### src/mcu_ctl_pkg.sv
// Constants for the reset, interrupt and port control block.
// Assumes one 100 MHz clock and a synchronous active-high reset.
package mcu_ctl_pkg;
   localparam logic [15:0] PORT1_DIRECTION_OFS = 16'h0000;
   localparam logic [15:0] PORT2_DIRECTION_OFS = 16'h0001;
   localparam logic [15:0] PORT1_DATA_OFS = 16'h0002;
   localparam logic [15:0] PORT2_DATA_OFS = 16'h0003;
   localparam logic [15:0] PORT3_DIRECTION_OFS = 16'h0004;
   localparam logic [15:0] PORT4_DIRECTION_OFS = 16'h0005;
   localparam logic [15:0] PORT3_DATA_OFS = 16'h0006;
   localparam logic [15:0] PORT4_DATA_OFS = 16'h0007;
   localparam logic [15:0] PORT3_CTRL_OFS = 16'h000f;
   // Port 3 control bits
   localparam int P3C_FLAG_BIT = 7;
   localparam int P3C_IEN_BIT = 6;
   localparam int P3C_OSS_BIT = 4;
   localparam int P3C_LATCH_BIT = 3;
   // Vectors, high byte address
   localparam logic [15:0] VEC_RESET = 16'hfffe;
   localparam logic [15:0] VEC_NMI = 16'hfffc;
   localparam logic [15:0] VEC_SWI = 16'hfffa;
   localparam logic [15:0] VEC_EXT = 16'hfff8;
   localparam logic [15:0] VEC_CAPTURE = 16'hfff6;
   localparam logic [15:0] VEC_COMPARE = 16'hfff4;
   localparam logic [15:0] VEC_WRAP = 16'hfff2;
   localparam logic [15:0] VEC_SERIAL = 16'hfff0;
   localparam logic [15:0] IO_WINDOW_BASE = 16'h0100;
   localparam logic [7:0] RESET_VAL = 8'h00;
   localparam logic [1:0] BUS_DIV = 2'h3;
   localparam int RESET_MIN_CYC = 3;
   typedef enum logic [1:0] {MODE_SINGLE, MODE_MUX, MODE_NONMUX} mode_t;
endpackage

### src/mcu_reset_irq_port_control.sv
// Reset release, interrupt vector selection, port registers and bus strobes.
// Assumes clk is the crystal clock, all pins synchronous to it, and a
// core that requests register accesses and reports instruction boundaries.
`timescale 1ns/100ps
module mcu_reset_irq_port_control
(
   // Clock and reset
   input wire logic clk,
   input wire logic srst,
   input wire logic power_on_init_input_n,
   // Core register access
   input wire logic acc_valid,
   input wire logic acc_write,
   input wire logic [15:0] acc_addr,
   input wire logic [7:0] acc_wdata,
   output logic [7:0] acc_rdata,
   output logic acc_internal,
   // Core sequencing
   input wire logic instr_done,
   input wire logic mask_clear,
   input wire logic software_trap,
   input wire logic capture_event,
   input wire logic compare_event,
   input wire logic counter_wrap_event,
   input wire logic serial_port,
   output logic core_hold,
   output logic int_start,
   output logic [15:0] vector_addr,
   output logic stack_regs,
   output logic int_mask,
   output logic [2:0] mode_bits,
   // Interrupt pins
   input wire logic nmi_n,
   input wire logic external_int_line_n,
   // Bus control
   output logic bus_clk,
   output logic read_write,
   output logic io_window_select_n,
   output logic addr_latch_strobe,
   output logic upper_addr_force,
   output logic port3_addr_drive,
   // Port 3 strobes
   input wire logic port3_input_strobe_n,
   output logic port3_output_strobe_n,
   // Port pins
   input wire logic [7:0] port1_in,
   output logic [7:0] port1_out,
   output logic [7:0] port1_oe,
   input wire logic [4:0] port2_in,
   output logic [4:0] port2_out,
   output logic [4:0] port2_oe,
   input wire logic [7:0] port3_in,
   output logic [7:0] port3_out,
   output logic [7:0] port3_oe,
   input wire logic [7:0] port4_in,
   output logic [7:0] port4_out,
   output logic [7:0] port4_oe
);
   typedef struct packed {
      logic [1:0] div;
      logic init_prev;
      logic nmi_prev;
      logic nmi_pend;
      logic is3_prev;
      logic boot;
      logic mask;
      logic [2:0] mode;
      logic [7:0] p1_dir;
      logic [7:0] p2_dir;
      logic [7:0] p3_dir;
      logic [7:0] p4_dir;
      logic [7:0] p1_dat;
      logic [4:0] p2_dat;
      logic [7:0] p3_dat;
      logic [7:0] p4_dat;
      logic [7:0] p3_latch;
      logic latched;
      logic flag;
      logic flag_armed;
      logic ien;
      logic oss;
      logic latch_en;
      logic os3;
      logic int_go;
      logic stack;
      logic [15:0] vec;
      logic [7:0] rdata;
   } state_t;

   state_t s_q, s_d;
   mcu_ctl_pkg::mode_t mode_now;

   // Mode pins map to the three bus arrangements; unlisted codes single chip
   function automatic mcu_ctl_pkg::mode_t decode_mode(input logic [2:0] m);
      case (m)
         3'h4: decode_mode = mcu_ctl_pkg::MODE_MUX;
         3'h5: decode_mode = mcu_ctl_pkg::MODE_NONMUX;
         3'h6: decode_mode = mcu_ctl_pkg::MODE_MUX;
         default: decode_mode = mcu_ctl_pkg::MODE_SINGLE;
      endcase
   endfunction

   function automatic logic is_reg(input logic [15:0] a, input logic [15:0] ofs);
      is_reg = (a == ofs);
   endfunction

   logic phase_end;
   logic rd, wr;
   logic p3_access;
   logic ext_req, int_req;

   always_comb
   begin
      s_d = s_q;
      mode_now = decode_mode(s_q.mode);
      phase_end = (s_q.div == mcu_ctl_pkg::BUS_DIV);
      rd = acc_valid && !acc_write;
      wr = acc_valid && acc_write;
      p3_access = acc_valid && is_reg(acc_addr, mcu_ctl_pkg::PORT3_DATA_OFS);
      s_d.div = s_q.div + 2'h1;
      s_d.init_prev = power_on_init_input_n;
      s_d.nmi_prev = nmi_n;
      s_d.is3_prev = port3_input_strobe_n;
      s_d.int_go = 1'b0;
      s_d.stack = 1'b0;
      s_d.os3 = 1'b1;
      // Reset pin low: hold the core; pulse length is the source's duty
      if (power_on_init_input_n && !s_q.init_prev)
      begin
         s_d.mode = port2_in[2:0];
         s_d.boot = 1'b1;
         s_d.mask = 1'b1;
      end
      // Falling edge is remembered until an instruction boundary
      if (s_q.nmi_prev && !nmi_n)
         s_d.nmi_pend = 1'b1;
      ext_req = !external_int_line_n;
      int_req = capture_event | compare_event | counter_wrap_event | serial_port
         | (s_q.flag && s_q.ien);
      if (mask_clear)
         s_d.mask = 1'b0;
      // Sampled at end of the bus phase; start-up fetch at once, others at a finished instruction
      if (phase_end && power_on_init_input_n)
      begin
         if (s_q.boot)
         begin
            s_d.boot = 1'b0;
            s_d.int_go = 1'b1;
            s_d.vec = mcu_ctl_pkg::VEC_RESET;
         end
         else if (instr_done)
         begin
            // Priority order, highest first
            if (s_q.nmi_pend || (s_q.nmi_prev && !nmi_n))
            begin
               s_d.nmi_pend = 1'b0;
               s_d.int_go = 1'b1;
               s_d.stack = 1'b1;
               s_d.vec = mcu_ctl_pkg::VEC_NMI;
            end
            else if (software_trap)
            begin
               s_d.int_go = 1'b1;
               s_d.stack = 1'b1;
               s_d.mask = 1'b1;
               s_d.vec = mcu_ctl_pkg::VEC_SWI;
            end
            else if (!s_q.mask && (ext_req || (s_q.flag && s_q.ien)))
            begin
               s_d.int_go = 1'b1;
               s_d.stack = 1'b1;
               s_d.mask = 1'b1;
               s_d.vec = mcu_ctl_pkg::VEC_EXT;
            end
            else if (!s_q.mask && int_req)
            begin
               s_d.int_go = 1'b1;
               s_d.stack = 1'b1;
               s_d.mask = 1'b1;
               if (capture_event)
                  s_d.vec = mcu_ctl_pkg::VEC_CAPTURE;
               else if (compare_event)
                  s_d.vec = mcu_ctl_pkg::VEC_COMPARE;
               else if (counter_wrap_event)
                  s_d.vec = mcu_ctl_pkg::VEC_WRAP;
               else
                  s_d.vec = mcu_ctl_pkg::VEC_SERIAL;
            end
         end
      end
      // Register writes
      if (wr)
      begin
         if (is_reg(acc_addr, mcu_ctl_pkg::PORT1_DIRECTION_OFS))
            s_d.p1_dir = acc_wdata;
         if (is_reg(acc_addr, mcu_ctl_pkg::PORT2_DIRECTION_OFS))
            s_d.p2_dir = acc_wdata;
         if (is_reg(acc_addr, mcu_ctl_pkg::PORT3_DIRECTION_OFS))
            s_d.p3_dir = acc_wdata;
         if (is_reg(acc_addr, mcu_ctl_pkg::PORT4_DIRECTION_OFS))
            s_d.p4_dir = acc_wdata;
         if (is_reg(acc_addr, mcu_ctl_pkg::PORT1_DATA_OFS))
            s_d.p1_dat = acc_wdata;
         if (is_reg(acc_addr, mcu_ctl_pkg::PORT2_DATA_OFS))
            s_d.p2_dat = acc_wdata[4:0];
         if (is_reg(acc_addr, mcu_ctl_pkg::PORT3_DATA_OFS))
            s_d.p3_dat = acc_wdata;
         if (is_reg(acc_addr, mcu_ctl_pkg::PORT4_DATA_OFS))
            s_d.p4_dat = acc_wdata;
         if (is_reg(acc_addr, mcu_ctl_pkg::PORT3_CTRL_OFS))
         begin
            s_d.ien = acc_wdata[mcu_ctl_pkg::P3C_IEN_BIT];
            s_d.oss = acc_wdata[mcu_ctl_pkg::P3C_OSS_BIT];
            s_d.latch_en = acc_wdata[mcu_ctl_pkg::P3C_LATCH_BIT];
         end
      end
      // Register reads; direction registers read as zero
      s_d.rdata = 8'h00;
      if (rd)
      begin
         if (is_reg(acc_addr, mcu_ctl_pkg::PORT1_DATA_OFS))
            s_d.rdata = (s_q.p1_dat & s_q.p1_dir) | (port1_in & ~s_q.p1_dir);
         if (is_reg(acc_addr, mcu_ctl_pkg::PORT2_DATA_OFS))
            s_d.rdata = {s_q.mode, (s_q.p2_dat & s_q.p2_dir[4:0])
               | (port2_in & ~s_q.p2_dir[4:0])};
         if (is_reg(acc_addr, mcu_ctl_pkg::PORT3_DATA_OFS))
            s_d.rdata = (s_q.p3_dat & s_q.p3_dir)
               | ((s_q.latched ? s_q.p3_latch : port3_in) & ~s_q.p3_dir);
         if (is_reg(acc_addr, mcu_ctl_pkg::PORT4_DATA_OFS))
            s_d.rdata = (s_q.p4_dat & s_q.p4_dir) | (port4_in & ~s_q.p4_dir);
         if (is_reg(acc_addr, mcu_ctl_pkg::PORT3_CTRL_OFS))
         begin
            s_d.rdata = {s_q.flag, s_q.ien, 1'b0, s_q.oss, s_q.latch_en, 3'h0};
            s_d.flag_armed = s_q.flag;
         end
      end
      // Port 3 read reopens the latch; any port 3 access completes a flag clear
      if (p3_access)
      begin
         if (rd)
            s_d.latched = 1'b0;
         if (s_q.flag_armed)
         begin
            s_d.flag = 1'b0;
            s_d.flag_armed = 1'b0;
         end
         if (mode_now == mcu_ctl_pkg::MODE_SINGLE && (acc_write == s_q.oss))
            s_d.os3 = 1'b0;
      end
      // Strobe fall sets the flag after the port 3 access clear so the event wins; pin reset below still clears it
      if (mode_now == mcu_ctl_pkg::MODE_SINGLE && s_q.is3_prev && !port3_input_strobe_n)
      begin
         s_d.flag = 1'b1;
         if (s_q.latch_en && !s_q.latched)
         begin
            s_d.p3_latch = port3_in;
            s_d.latched = 1'b1;
         end
      end
      if (!power_on_init_input_n)
      begin
         // Pin reset acts like srst for control state
         s_d.p1_dir = mcu_ctl_pkg::RESET_VAL;
         s_d.p2_dir = mcu_ctl_pkg::RESET_VAL;
         s_d.p3_dir = mcu_ctl_pkg::RESET_VAL;
         s_d.p4_dir = mcu_ctl_pkg::RESET_VAL;
         s_d.flag = 1'b0;
         s_d.flag_armed = 1'b0;
         s_d.ien = 1'b0;
         s_d.latch_en = 1'b0;
         s_d.latched = 1'b0;
         s_d.oss = 1'b0;
         s_d.nmi_pend = 1'b0;
         s_d.mask = 1'b1;
      end
   end

   always_ff @(posedge clk)
   begin
      if (srst)
      begin
         s_q <= '0;
         s_q.init_prev <= 1'b1;
         s_q.nmi_prev <= 1'b1;
         s_q.is3_prev <= 1'b1;
         s_q.mask <= 1'b1;
         s_q.boot <= 1'b1;
         s_q.os3 <= 1'b1;
      end
      else
         s_q <= s_d;
   end

   // Outputs
   assign bus_clk = s_q.div[1];
   assign core_hold = !power_on_init_input_n || s_q.boot;
   assign upper_addr_force = !power_on_init_input_n || s_q.boot;
   assign int_start = s_q.int_go;
   assign stack_regs = s_q.stack;
   assign vector_addr = s_q.vec;
   assign int_mask = s_q.mask;
   assign mode_bits = s_q.mode;
   assign acc_rdata = s_q.rdata;
   assign acc_internal = acc_valid && (acc_addr[15:3] == 13'h0000
      || is_reg(acc_addr, mcu_ctl_pkg::PORT3_CTRL_OFS));
   assign port3_output_strobe_n = s_q.os3;
   // Direction line rests high outside transfers
   assign read_write = !(acc_valid && acc_write
      && mode_now != mcu_ctl_pkg::MODE_SINGLE);
   assign io_window_select_n = !(mode_now == mcu_ctl_pkg::MODE_NONMUX && acc_valid
      && acc_addr[15:8] == mcu_ctl_pkg::IO_WINDOW_BASE[15:8]);
   // Strobe in the first half of the bus cycle, address off in the second
   assign addr_latch_strobe = mode_now == mcu_ctl_pkg::MODE_MUX && acc_valid
      && !s_q.div[1];
   assign port3_addr_drive = addr_latch_strobe;
   assign port1_out = s_q.p1_dat;
   assign port1_oe = s_q.p1_dir;
   assign port2_out = s_q.p2_dat;
   assign port2_oe = s_q.p2_dir[4:0];
   assign port3_out = s_q.p3_dat;
   assign port3_oe = s_q.p3_dir;
   assign port4_out = s_q.p4_dat;
   assign port4_oe = s_q.p4_dir;
endmodule

### config.mk
export PLATFORM = sky130hd
export DESIGN_NAME = mcu_reset_irq_port_control
export DESIGN_NICKNAME = d
export VERILOG_FILES = /design/src/mcu_ctl_pkg.sv /design/src/mcu_reset_irq_port_control.sv
export SDC_FILE = /design/constraint.sdc
export NUM_CORES = 1
export LEC_CHECK = 0
export BUFFER_PORTS_ARGS = -buffer_cell sky130_fd_sc_hd__buf_2
export CORE_MARGIN = 1
export CORE_UTILIZATION = 25
export CTS_BUF_LIST = sky130_fd_sc_hd__clkbuf_4 sky130_fd_sc_hd__clkbuf_8 sky130_fd_sc_hd__clkbuf_16
export DETAILED_ROUTE_END_ITERATION = 8
export HOLD_SLACK_MARGIN = 0.06
export SLEW_MARGIN = 20
export SYNTH_ARGS = -nofsm -noshare
export SYNTH_HDL_FRONTEND = slang
export SYNTH_SLANG_ARGS = --single-unit
export TNS_END_PERCENT = 100
### constraint.sdc
create_clock -name clk -period 2.5 [get_ports clk]
set_clock_uncertainty 0.2 [all_clocks]
set_input_delay 0.125 -clock clk [delete_from_list [all_inputs] [get_ports clk]]
set_output_delay 0.125 -clock clk [all_outputs]
set_load 0.02 [all_outputs]
==> flow_summary_export.csv, run 1 <==
group,metric,value,unit
logic_synthesis,synth.distinct_cells,55,
hold_path,holdCritStartpoint,"port1_in[1]",
sta,finalSetupTns,0,ps
finish,final_nets,783,
global_route,grt-ovfl-total,0,
cts,htreeDepth,3,
worst_setup_path,cp-end-kind,"register",
worst_setup_path,crit_required,2600,ps
finish,seq_area,1960,um2
worst_setup_path,rr_endpoint,"s_q[39]$_SDFFE_PP0P_",
worst_setup_path,startpoint_type,"primary input",
route,vias,4585,
cts,worst_skew_pair.late_latency,350,ps
logic_synthesis,syn_area_per_cell,8.90,um2
route,dr.pass1.iters,5,
worst_setup_path,reg2reg_depth,6,
cts,cts_made_buffers,9,
finish,layout_commonest_cell,"buf_2",
global_route,met3_usage,0.0373,
sta,slew_viol_final,0,
worst_setup_path,cp_max_fo,31,
sta,hold_viol,0,
floorplan,die_y,148,um
floorplan,core,20500,um2
logic_synthesis,async_flop_share,0,
finish,antenna_cells,0,
finish,area_growth,23.6,%
global_route,grt_pass1_wl,25900,um
hold_path,worstHoldEndpoint,"acc_rdata[1]$_SDFF_PP0_",
logic_synthesis,ys.flop_type,"dfxtp_1",
hold_path,holdPathStages,4,
floorplan,core.rowCount,52,
logic_synthesis,synth_seq_cells,98,
pwr,powerDensity,505,nW/um2
placed_design,globalplace.congestion,0.799,
global_route,use_met2,0.254,
route,drtIter0Drc,337,
cts,cts_setup_buffers,0,
sta,finalCritPeriodShare,0.940,
sta,period_minus_slack,2350,ps
status,status,"finished clean",
logic_synthesis,ys_warn_count,0,
global_route,grt_max_degree,35,
pwr,leakage,2.76,nW
global_route,grt_pass1_vias,4359,
placed_design,io_buffers,163,
sta,max_slew_margin,0.593,
finish,fillers,2178,
global_route,grtUsageMet1,0.212,
hold_path,hold_class,"primary input to register",
floorplan,die_area,21800,um2
logic_synthesis,synth_edf_count,0,
worst_setup_path,r2r_slack,220,ps
sta,max_freq,425,MHz
cts,cts_max_path_buffers,2,
placed_design,dp_hpwl,13200,um
worst_setup_path,cp.arrival,2450,ps
route,drtAntennaViolNets,0,
cts,clkSlewWorstSetupHoldPaths,70,ps
logic_synthesis,synthCells,596,
cts,cts.sinks,98,
worst_setup_path,worst_r2r_startpoint,"mode_bits[1]$_SDFFE_PP0P_",
floorplan,io-pin-count,165,
placed_design,dp_slack,323,ps
finish,final_cell_mix,"163 x buf_2, 96 x dfxtp_1, 52 x mux2i_1, 47 x dlygate4sd3_1, 44 x nand2b_1",
global_route,antenna_found_initial,0,
finish,multi_input_area,2520,um2
logic_synthesis,synth_area,5300,um2
route,vias_per_cell,4.64,
worst_setup_path,path_class,"primary input to register",
sta,finalHoldWorstSlack,71.4,ps
finish,layout-drive-gt1-share,0.321,
global_route,grt_util_all_layers,0.160,
global_route,busiest_layer,"met2",
logic_synthesis,syn-num-nets,665,
sta,fin_ws,150,ps
route,routedWlPerCell,17.5,um
route,finalWirelength,17300,um
logic_synthesis,yosysSeqAreaShare,0.370,
cts,cts_tree,"done",
route,drc,0,
flow_run,drv_cap,0,
floorplan,start_util,0.259,
sta,setup_viol_count_final,0,
sta,worst_pin_slew,601,ps
sta,rsz0062_at_grt,"false",
floorplan,die_x,148,um
cts,cts.root.buffer_cell,"clkbuf_16",
pwr,ir_drop,0.000247,V
## per-stage QoR
step                instance area, um2  utilization  power (mW)  instances
CTS                               6550        0.320        3.34        989
global route                      6560        0.320        3.45        989
finish                            6560        0.320        3.31        989
detailed placement                5780        0.282        1.90        926
floorplan                         5300            -        1.78        596
global placement                  5780        0.282        1.90        926
## synth_stat cells, types with 3 or more instances
cell	instances	share of area
nor3_1	7	0.0066
nor2_1	21	0.015
nand3_2	3	0.0057
o21ai_1	4	0.0038
or2_2	3	0.0035
o21ai_0	39	0.037
a32o_1	4	0.0076
a221oi_1	3	0.0050
a31oi_1	4	0.0047
dfxtp_1	98	0.37
mux2_2	17	0.036
a22oi_1	4	0.0057
nand3_1	33	0.031
a211o_1	3	0.0050
buf_6	4	0.0085
nand2_1	27	0.019
o31ai_1	3	0.0042
clkbuf_1	21	0.015
buf_4	88	0.12
nor2b_1	8	0.0094
nand4_1	10	0.012
or4_1	3	0.0042
nand2b_1	44	0.052
buf_2	5	0.0047
inv_1	8	0.0057
mux2i_1	52	0.098
and4_1	4	0.0066
a21oi_1	40	0.038
## state kept, by name (all words and copies together) (netlist names), 3 cells and up
signal       count
port3_oe         8
port2_oe         5
port1_oe         8
port4_oe         8
port4_out        8
s_q             20
port1_out        8
port3_out        8
mode_bits        3
acc_rdata        8
vector_addr      4
port2_out        5
## worst max-delay path by stage
| stage | startpoint | end | slack, ps | cells past startpoint |
|---|---|---|---|---|
| 2_1_floorplan | acc_addr[4] | port1_oe[6]$_SDFFE_PP0P_ | 640 | 6 |
| 3_3_place_gp | acc_addr[4] | port4_out[7]$_SDFFE_PP0P_ | 330 | 5 |
| 6_report | acc_addr[8] | acc_rdata[2]$_SDFF_PP0_ | 150 | 7 |
| 4_1_cts | mode_bits[0]$_SDFFE_PP0P_ | s_q[34]$_SDFFE_PP0P_ | 20 | 6 |
| 3_5_place_dp | acc_addr[4] | port4_out[0]$_SDFFE_PP0P_ | 320 | 5 |
| 5_1_grt | mode_bits[1]$_SDFFE_PP0P_ | s_q[34]$_SDFFE_PP0P_ | 20 | 6 |
## report_power, final
group          switching (mW)  leakage, nW  internal (mW)
sequential             0.0118        0.792           1.57
combinational           0.179         1.82          0.156
clock                   0.629        0.146          0.763
## cell type report
class	count	area share
Tap cell	270	0.0515
Timing Repair Buffer	226	0.215
Clock inverter	4	0.00458
Multi-Input combinational cell	371	0.385
Inverter	8	0.00458
Sequential cell	98	0.300
Clock buffer	12	0.0406
## metal layers
layer / wire length [um] / vias up
li1: - / 2258
met1: 7630 / 2131
met2: 7980 / 181
met3: 1330 / 15
met4: 325 / 0
met5: 0 / -
## timing repair
| action | in CTS | in global routing |
|---|---|---|
| resized for setup | 0 | 4 |
| endpoints found under the hold margin | 80 | 0 |
| endpoints found under the setup margin | 0 | 5 |
| hold buffers | 47 | 0 |
## cells by family (layout without fill, tap and decap cells)
| logic type | Yosys count | in the layout | synth area share |
|---|---|---|---|
| AO/OA/AOI/OAI | 117 | 117 | 0.132 |
| XOR/XNOR | 1 | 1 | 0.00165 |
| adder cells (fa/ha/maj) | 1 | 1 | 0.00236 |
| buffers and inverters | 127 | 250 | 0.159 |
| flip-flops | 98 | 98 | 0.370 |
| multiplexers | 69 | 69 | 0.134 |
| other | 1 | 1 | 0.000707 |
| AND/OR/NAND/NOR | 182 | 182 | 0.200 |
## worst max-delay path, cell delays in order
cell and delay [ps]:
dlygate4sd3_1 550, buf_2 180, nor3_4 200, buf_4 340, nand3_1 280, a31oi_1 210, dlygate4sd3_1 560
Power figures use the tool's default switching activity.
==> run 2, diff against run 1 <==
Settings changed: CORE_UTILIZATION 25 to 50, PLACE_DENSITY from default to 0.78.
==> flow_summary_export.csv, run 2 (synthesis results as in run 1) <==
group,metric,value,unit
sta,finalSetupTns,0,ps
floorplan,core,10300,um2
worst_setup_path,cp_max_fo,5,
global_route,antenna_found_initial,0,
finish,regMostFlops,"s_q",
floorplan,die_area,11000,um2
finish,area_growth,18.4,%
sta,hold_viol,0,
finish,final_nets,783,
finish,fillers,887,
cts,cts_tree,"done",
cts,cts_made_buffers,9,
worst_setup_path,cpMostUsedCell,"buf_2",
route,dr.pass1.iters,5,
route,finalWirelength,15800,um
sta,period_minus_slack,2420,ps
route,drc,0,
hold_path,worstHoldEndpoint,"port3_output_strobe_n$_SDFF_PP1_",
sta,slew_viol_final,0,
worst_setup_path,path_delay_family,"simple AND/OR/NAND/NOR gates",
route,routedWlPerCell,18.5,um
placed_design,dp_slack,330,ps
worst_setup_path,crit_chain,"dlygate4sd3_1 > buf_2 > or4_4 > nor3_4 > nand3_1 > a21oi_1 > buf_2",
cts,cts_setup_buffers,0,
status,status,"finished clean",
finish,instances_no_fill,854,
sta,worst_pin_slew,671,ps
pwr,pwr-share-comb,0.115,
finish,layout_commonest_cell,"buf_2",
worst_setup_path,worst_r2r_startpoint,"s_q[31]$_SDFFE_PP0P_",
hold_path,holdPathStages,5,
placed_design,dp_hpwl,11000,um
worst_setup_path,crit_required,2170,ps
worst_setup_path,crit_buf_inv,3,
cts,worst_skew_pair.late_latency,380,ps
pwr,p_sw_frac,0.259,
flow_run,drv_cap,0,
global_route,grt_pass1_vias,4712,
pwr,internal_power,2.20,mW
hold_path,hold_class,"primary input to register",
route,drtAntennaViolNets,0,
cts,cts.root.buffer_cell,"clkbuf_8",
finish,utilization,0.608,
cts,cts_max_path_buffers,2,
sta,max_slew_margin,0.551,
worst_setup_path,rr_endpoint,"int_mask$_SDFF_PP1_",
pwr,ir_drop,0.000263,V
cts,clkSlewWorstSetupHoldPaths,90,ps
cts,htreeDepth,3,
sta,finalCritPeriodShare,0.968,
sta,setup_viol_count_final,0,
worst_setup_path,startpoint_type,"primary input",
global_route,grt_max_degree,38,
pwr,seqPwrFrac,0.534,
worst_setup_path,path_class,"primary input to output pin",
worst_setup_path,critPathSlowestCell,"or4_4",
route,drtIter0Drc,405,
global_route,grt_util_all_layers,0.285,
global_route,grt-ovfl-total,0,
finish,layout-drive-gt1-share,0.313,
global_route,grt_pass1_wl,24200,um
floorplan,die_x,105,um
placed_design,placedCellCount,790,
sta,fin_ws,79.6,ps
route,vias,4871,
finish,seq_area,1960,um2
route,vias_per_cell,5.70,
cts,cts.sinks,98,
pwr,powerDensity,472,nW/um2
worst_setup_path,r2r_slack,310,ps
pwr,p_switching,767,uW
floorplan,io-pin-count,165,
floorplan,core.rowCount,37,
finish,largest_reg_flops,20,
worst_setup_path,critical-path-max-stage-delay,580,ps
worst_setup_path,cp-end-kind,"output pin",
hold_path,holdCritStartpoint,"acc_addr[11]",
placed_design,globalplace.congestion,0.924,
placed_design,io_buffers,163,
floorplan,start_util,0.514,
finish,final_cell_mix,"163 x buf_2, 98 x dfxtp_1, 52 x mux2i_1, 49 x dlygate4sd3_1, 44 x nand2b_1",
finish,antenna_cells,0,
floorplan,die_y,105,um
sta,rsz0062_at_grt,"false",
worst_setup_path,cp.arrival,2100,ps
finish,multi_input_area,2520,um2
pwr,clockPowerShare,0.350,
pwr,leakage,2.70,nW
sta,max_freq,413,MHz
worst_setup_path,reg2reg_depth,4,
## run 2: cell count changes in the layout (fill, tap and decap cells not counted), sizes merged
cell / change
buf: -2
bufinv: +1
clkbuf: -3
clkinv: +2
clkinvlp: -1
dlygate4sd3: +2
## run 2: final cells by class
type / count / area share
inverters: 8 / 0.00478
clock inverters: 6 / 0.0106
multi-input cells: 371 / 0.401
flip-flops and latches: 98 / 0.312
well taps: 136 / 0.0271
clock buffers: 9 / 0.0197
repair buffers: 226 / 0.225
## run 2: worst max-delay path by stage
stage | start | endpoint | slack, ps | cells after the start
after global routing | acc_addr[4] | acc_internal | 20 | 7
after detailed placement | acc_addr[4] | acc_rdata[4]$_SDFF_PP0_ | 330 | 6
after CTS | acc_addr[4] | acc_internal | 20 | 7
after floorplan | acc_addr[4] | port1_oe[6]$_SDFFE_PP0P_ | 640 | 6
final | acc_addr[4] | acc_internal | 80 | 7
after global placement | acc_addr[4] | port3_output_strobe_n$_SDFF_PP1_ | 390 | 5
## run 2: worst min-delay path: cells and delay by family
kind                   cells  cell delay, ps
buffers and inverters      2             260
and+or+nand+nor            3             250
## run 2: per-stage QoR
| step | instance area, um2 | power, mW | hold WS, ps |
|---|---|---|---|
| 2_1_floorplan | 5300 | 1.78 | 28.8 |
| 3_3_place_gp | 5590 | 1.89 | 132 |
| 3_5_place_dp | 5590 | 1.89 | 137 |
| 4_1_cts | 6270 | 2.95 | 71.3 |
| 5_1_grt | 6280 | 3.06 | 104 |
| 6_report | 6280 | 2.96 | 84.0 |
## run 2: metal layers
layer,global-route usage,wire [um],share of wire
met5,0,0,0
met3,0.0630,1330,0.084
met2,0.481,7560,0.48
met1,0.352,6550,0.41
met4,0.112,365,0.023
## run 2: timing repair
| item | CTS | global route |
|---|---|---|
| gates resized for setup | 0 | 1 |
| hold buffers | 49 | 0 |
| endpoints found under the hold margin | 94 | 0 |
| setup endpoints to repair | 0 | 1 |
## run 2: power groups by stage
stage / Combinational, mW / Sequential (mW) / Clock (mW)
2_1_floorplan: 0.155 / 1.62 / 0
3_3_place_gp: 0.268 / 1.62 / 0
3_5_place_dp: 0.273 / 1.62 / 0
4_1_cts: 0.332 / 1.58 / 1.03
5_1_grt: 0.364 / 1.59 / 1.11
6_report: 0.342 / 1.58 / 1.04
==> run 3, diff against run 2 <==
Settings changed: CORE_UTILIZATION 50 to 52, PLACE_DENSITY 0.78 to 0.81.
==> flow_summary_export.csv, run 3 (synthesis results as in run 1) <==
group,metric,value,unit
status,status,"finished clean",
cts,cts_setup_buffers,0,
placed_design,globalplace.congestion,0.939,
placed_design,io_buffers,163,
floorplan,die_area,10600,um2
global_route,grt-ovfl-total,0,
sta,max_slew_margin,0.607,
floorplan,die_y,103,um
sta,period_minus_slack,2500,ps
hold_path,worstHoldEndpoint,"acc_rdata[2]$_SDFF_PP0_",
cts,cts_made_buffers,9,
worst_setup_path,critical-path-max-stage-delay,660,ps
finish,fillers,846,
sta,rsz0062_at_grt,"true",
worst_setup_path,rr_endpoint,"s_q[35]$_SDFFE_PP0P_",
finish,final_cell_mix,"163 x buf_2, 96 x dfxtp_1, 55 x dlygate4sd3_1, 52 x mux2i_1, 44 x nand2b_1",
finish,regMostFlops,"s_q",
worst_setup_path,path_delay_family,"simple AND/OR/NAND/NOR gates",
global_route,antenna_found_initial,0,
route,drtAntennaViolNets,0,
worst_setup_path,cp-end-kind,"register",
worst_setup_path,path_class,"primary input to register",
floorplan,core.rowCount,36,
worst_setup_path,crit_chain,"buf_2 > or4_4 > dlygate4sd3_1 > nor4_4 > nand3_2 > mux2i_1",
sta,slew_viol_final,0,
global_route,grt_util_all_layers,0.287,
cts,clkSlewWorstSetupHoldPaths,110,ps
hold_path,holdPathStages,4,
global_route,grt_pass1_wl,23100,um
pwr,ir_drop,0.000313,V
finish,layout-drive-gt1-share,0.314,
worst_setup_path,critPathSlowestCell,"dlygate4sd3_1",
cts,htreeDepth,3,
global_route,grt_pass1_vias,4627,
worst_setup_path,r2r_slack,140,ps
worst_setup_path,cp.arrival,2590,ps
floorplan,core,9820,um2
cts,cts.root.buffer_cell,"clkbuf_8",
placed_design,dp_hpwl,10800,um
route,dr.pass1.iters,5,
sta,worst_pin_slew,589,ps
worst_setup_path,crit_buf_inv,2,
global_route,grt_max_degree,35,
pwr,powerDensity,462,nW/um2
route,vias_per_cell,5.68,
sta,max_freq,400,MHz
finish,largest_reg_flops,20,
finish,area_growth,19.6,%
route,drc,0,
finish,final_nets,789,
hold_path,holdCritStartpoint,"port1_in[2]",
finish,layout_commonest_cell,"buf_2",
sta,finalCritPeriodShare,1.00,
sta,hold_viol,0,
worst_setup_path,worst_r2r_startpoint,"mode_bits[1]$_SDFFE_PP0P_",
hold_path,hold_class,"primary input to register",
route,vias,4870,
finish,antenna_cells,0,
placed_design,placedCellCount,787,
floorplan,die_x,103,um
worst_setup_path,startpoint_type,"primary input",
cts,cts.sinks,98,
route,drtIter0Drc,282,
finish,instances_no_fill,858,
floorplan,io-pin-count,165,
flow_run,drv_cap,0,
cts,worst_skew_pair.late_latency,370,ps
floorplan,start_util,0.540,
sta,setup_viol_count_final,0,
worst_setup_path,crit_required,2590,ps
sta,finalHoldWorstSlack,73.8,ps
cts,cts_tree,"done",
worst_setup_path,cp_max_fo,8,
cts,cts_max_path_buffers,2,
route,finalWirelength,15500,um
route,routedWlPerCell,18.0,um
worst_setup_path,reg2reg_depth,6,
pwr,leakage,2.74,nW
run 3: cell types whose count changed in the layout (fill, tap and decap cells not counted), sizes merged:
cell,before,now
inv,10,12
clkinvlp,0,1
dlygate4sd3,49,55
bufinv,1,0
clkinv,3,2
run 3: worst max-delay path by stage:
| stage | start | to | slack [ps] | cells past startpoint |
|---|---|---|---|---|
| finish | acc_addr[4] | port4_out[0]$_SDFFE_PP0P_ | 1 | 6 |
| CTS | mode_bits[0]$_SDFFE_PP0P_ | s_q[36]$_SDFFE_PP0P_ | 20 | 6 |
| floorplan | acc_addr[4] | port1_oe[6]$_SDFFE_PP0P_ | 640 | 6 |
| global placement | acc_addr[4] | port4_out[0]$_SDFFE_PP0P_ | 360 | 5 |
| detailed placement | acc_addr[4] | port3_out[7]$_SDFFE_PP0P_ | 290 | 5 |
| global route | acc_addr[4] | port3_out[7]$_SDFFE_PP0P_ | -30 | 6 |
run 3: layout make-up:
| type | instances | area [um2] | share of cell area |
|---|---|---|---|
| repair buffers | 232 | 1470 | 0.232 |
| clock buffers | 9 | 124 | 0.0195 |
| flip-flops and latches | 98 | 1960 | 0.310 |
| well taps | 133 | 166 | 0.0262 |
| inverters | 8 | 30.0 | 0.00474 |
| clock inverters | 7 | 67.6 | 0.0107 |
| multi-input cells | 371 | 2520 | 0.397 |
run 3: metrics by stage:
| step | setup slack [ps] | util | area, um2 | setup TNS, ps | power (mW) |
|---|---|---|---|---|---|
| floorplan | 636 | - | 5300 | 0 | 1.78 |
| global placement | 362 | 0.569 | 5590 | 0 | 1.88 |
| detailed placement | 290 | 0.569 | 5590 | 0 | 1.89 |
| CTS | 18.2 | 0.645 | 6330 | 0 | 2.92 |
| global route | -35.0 | 0.646 | 6340 | -221 | 3.02 |
| finish | 0.979 | 0.646 | 6340 | 0 | 2.93 |
run 3: timing repair:
item,4_1_cts,5_1_grt
endpoints found under the setup margin,0,17
hold endpoints to repair,92,0
gates resized for setup,0,4
hold buffers,55,0
run 3: power breakdown:
part	internal, mW	leakage [nW]	total [mW]	switching, mW
clock	0.390	0.0958	1.01	0.621
sequential	1.57	0.792	1.59	0.0125
combinational	0.155	1.85	0.329	0.174
total	2.12	2.74	2.93	0.808
run 3: metal layers:
metal,wire length [um],up-vias,track usage
met5,0,-,0
met1,6410,2305,0.362
met2,7390,270,0.483
met4,359,0,0.126
li1,-,2259,-
met3,1300,36,0.0481
run 3: worst min-delay path: cells and delay by family:
kind | cells | cell delay, ps
AO/OA/AOI/OAI | 2 | 250
buffers and inverters | 1 | 80
multiplexers | 1 | 150
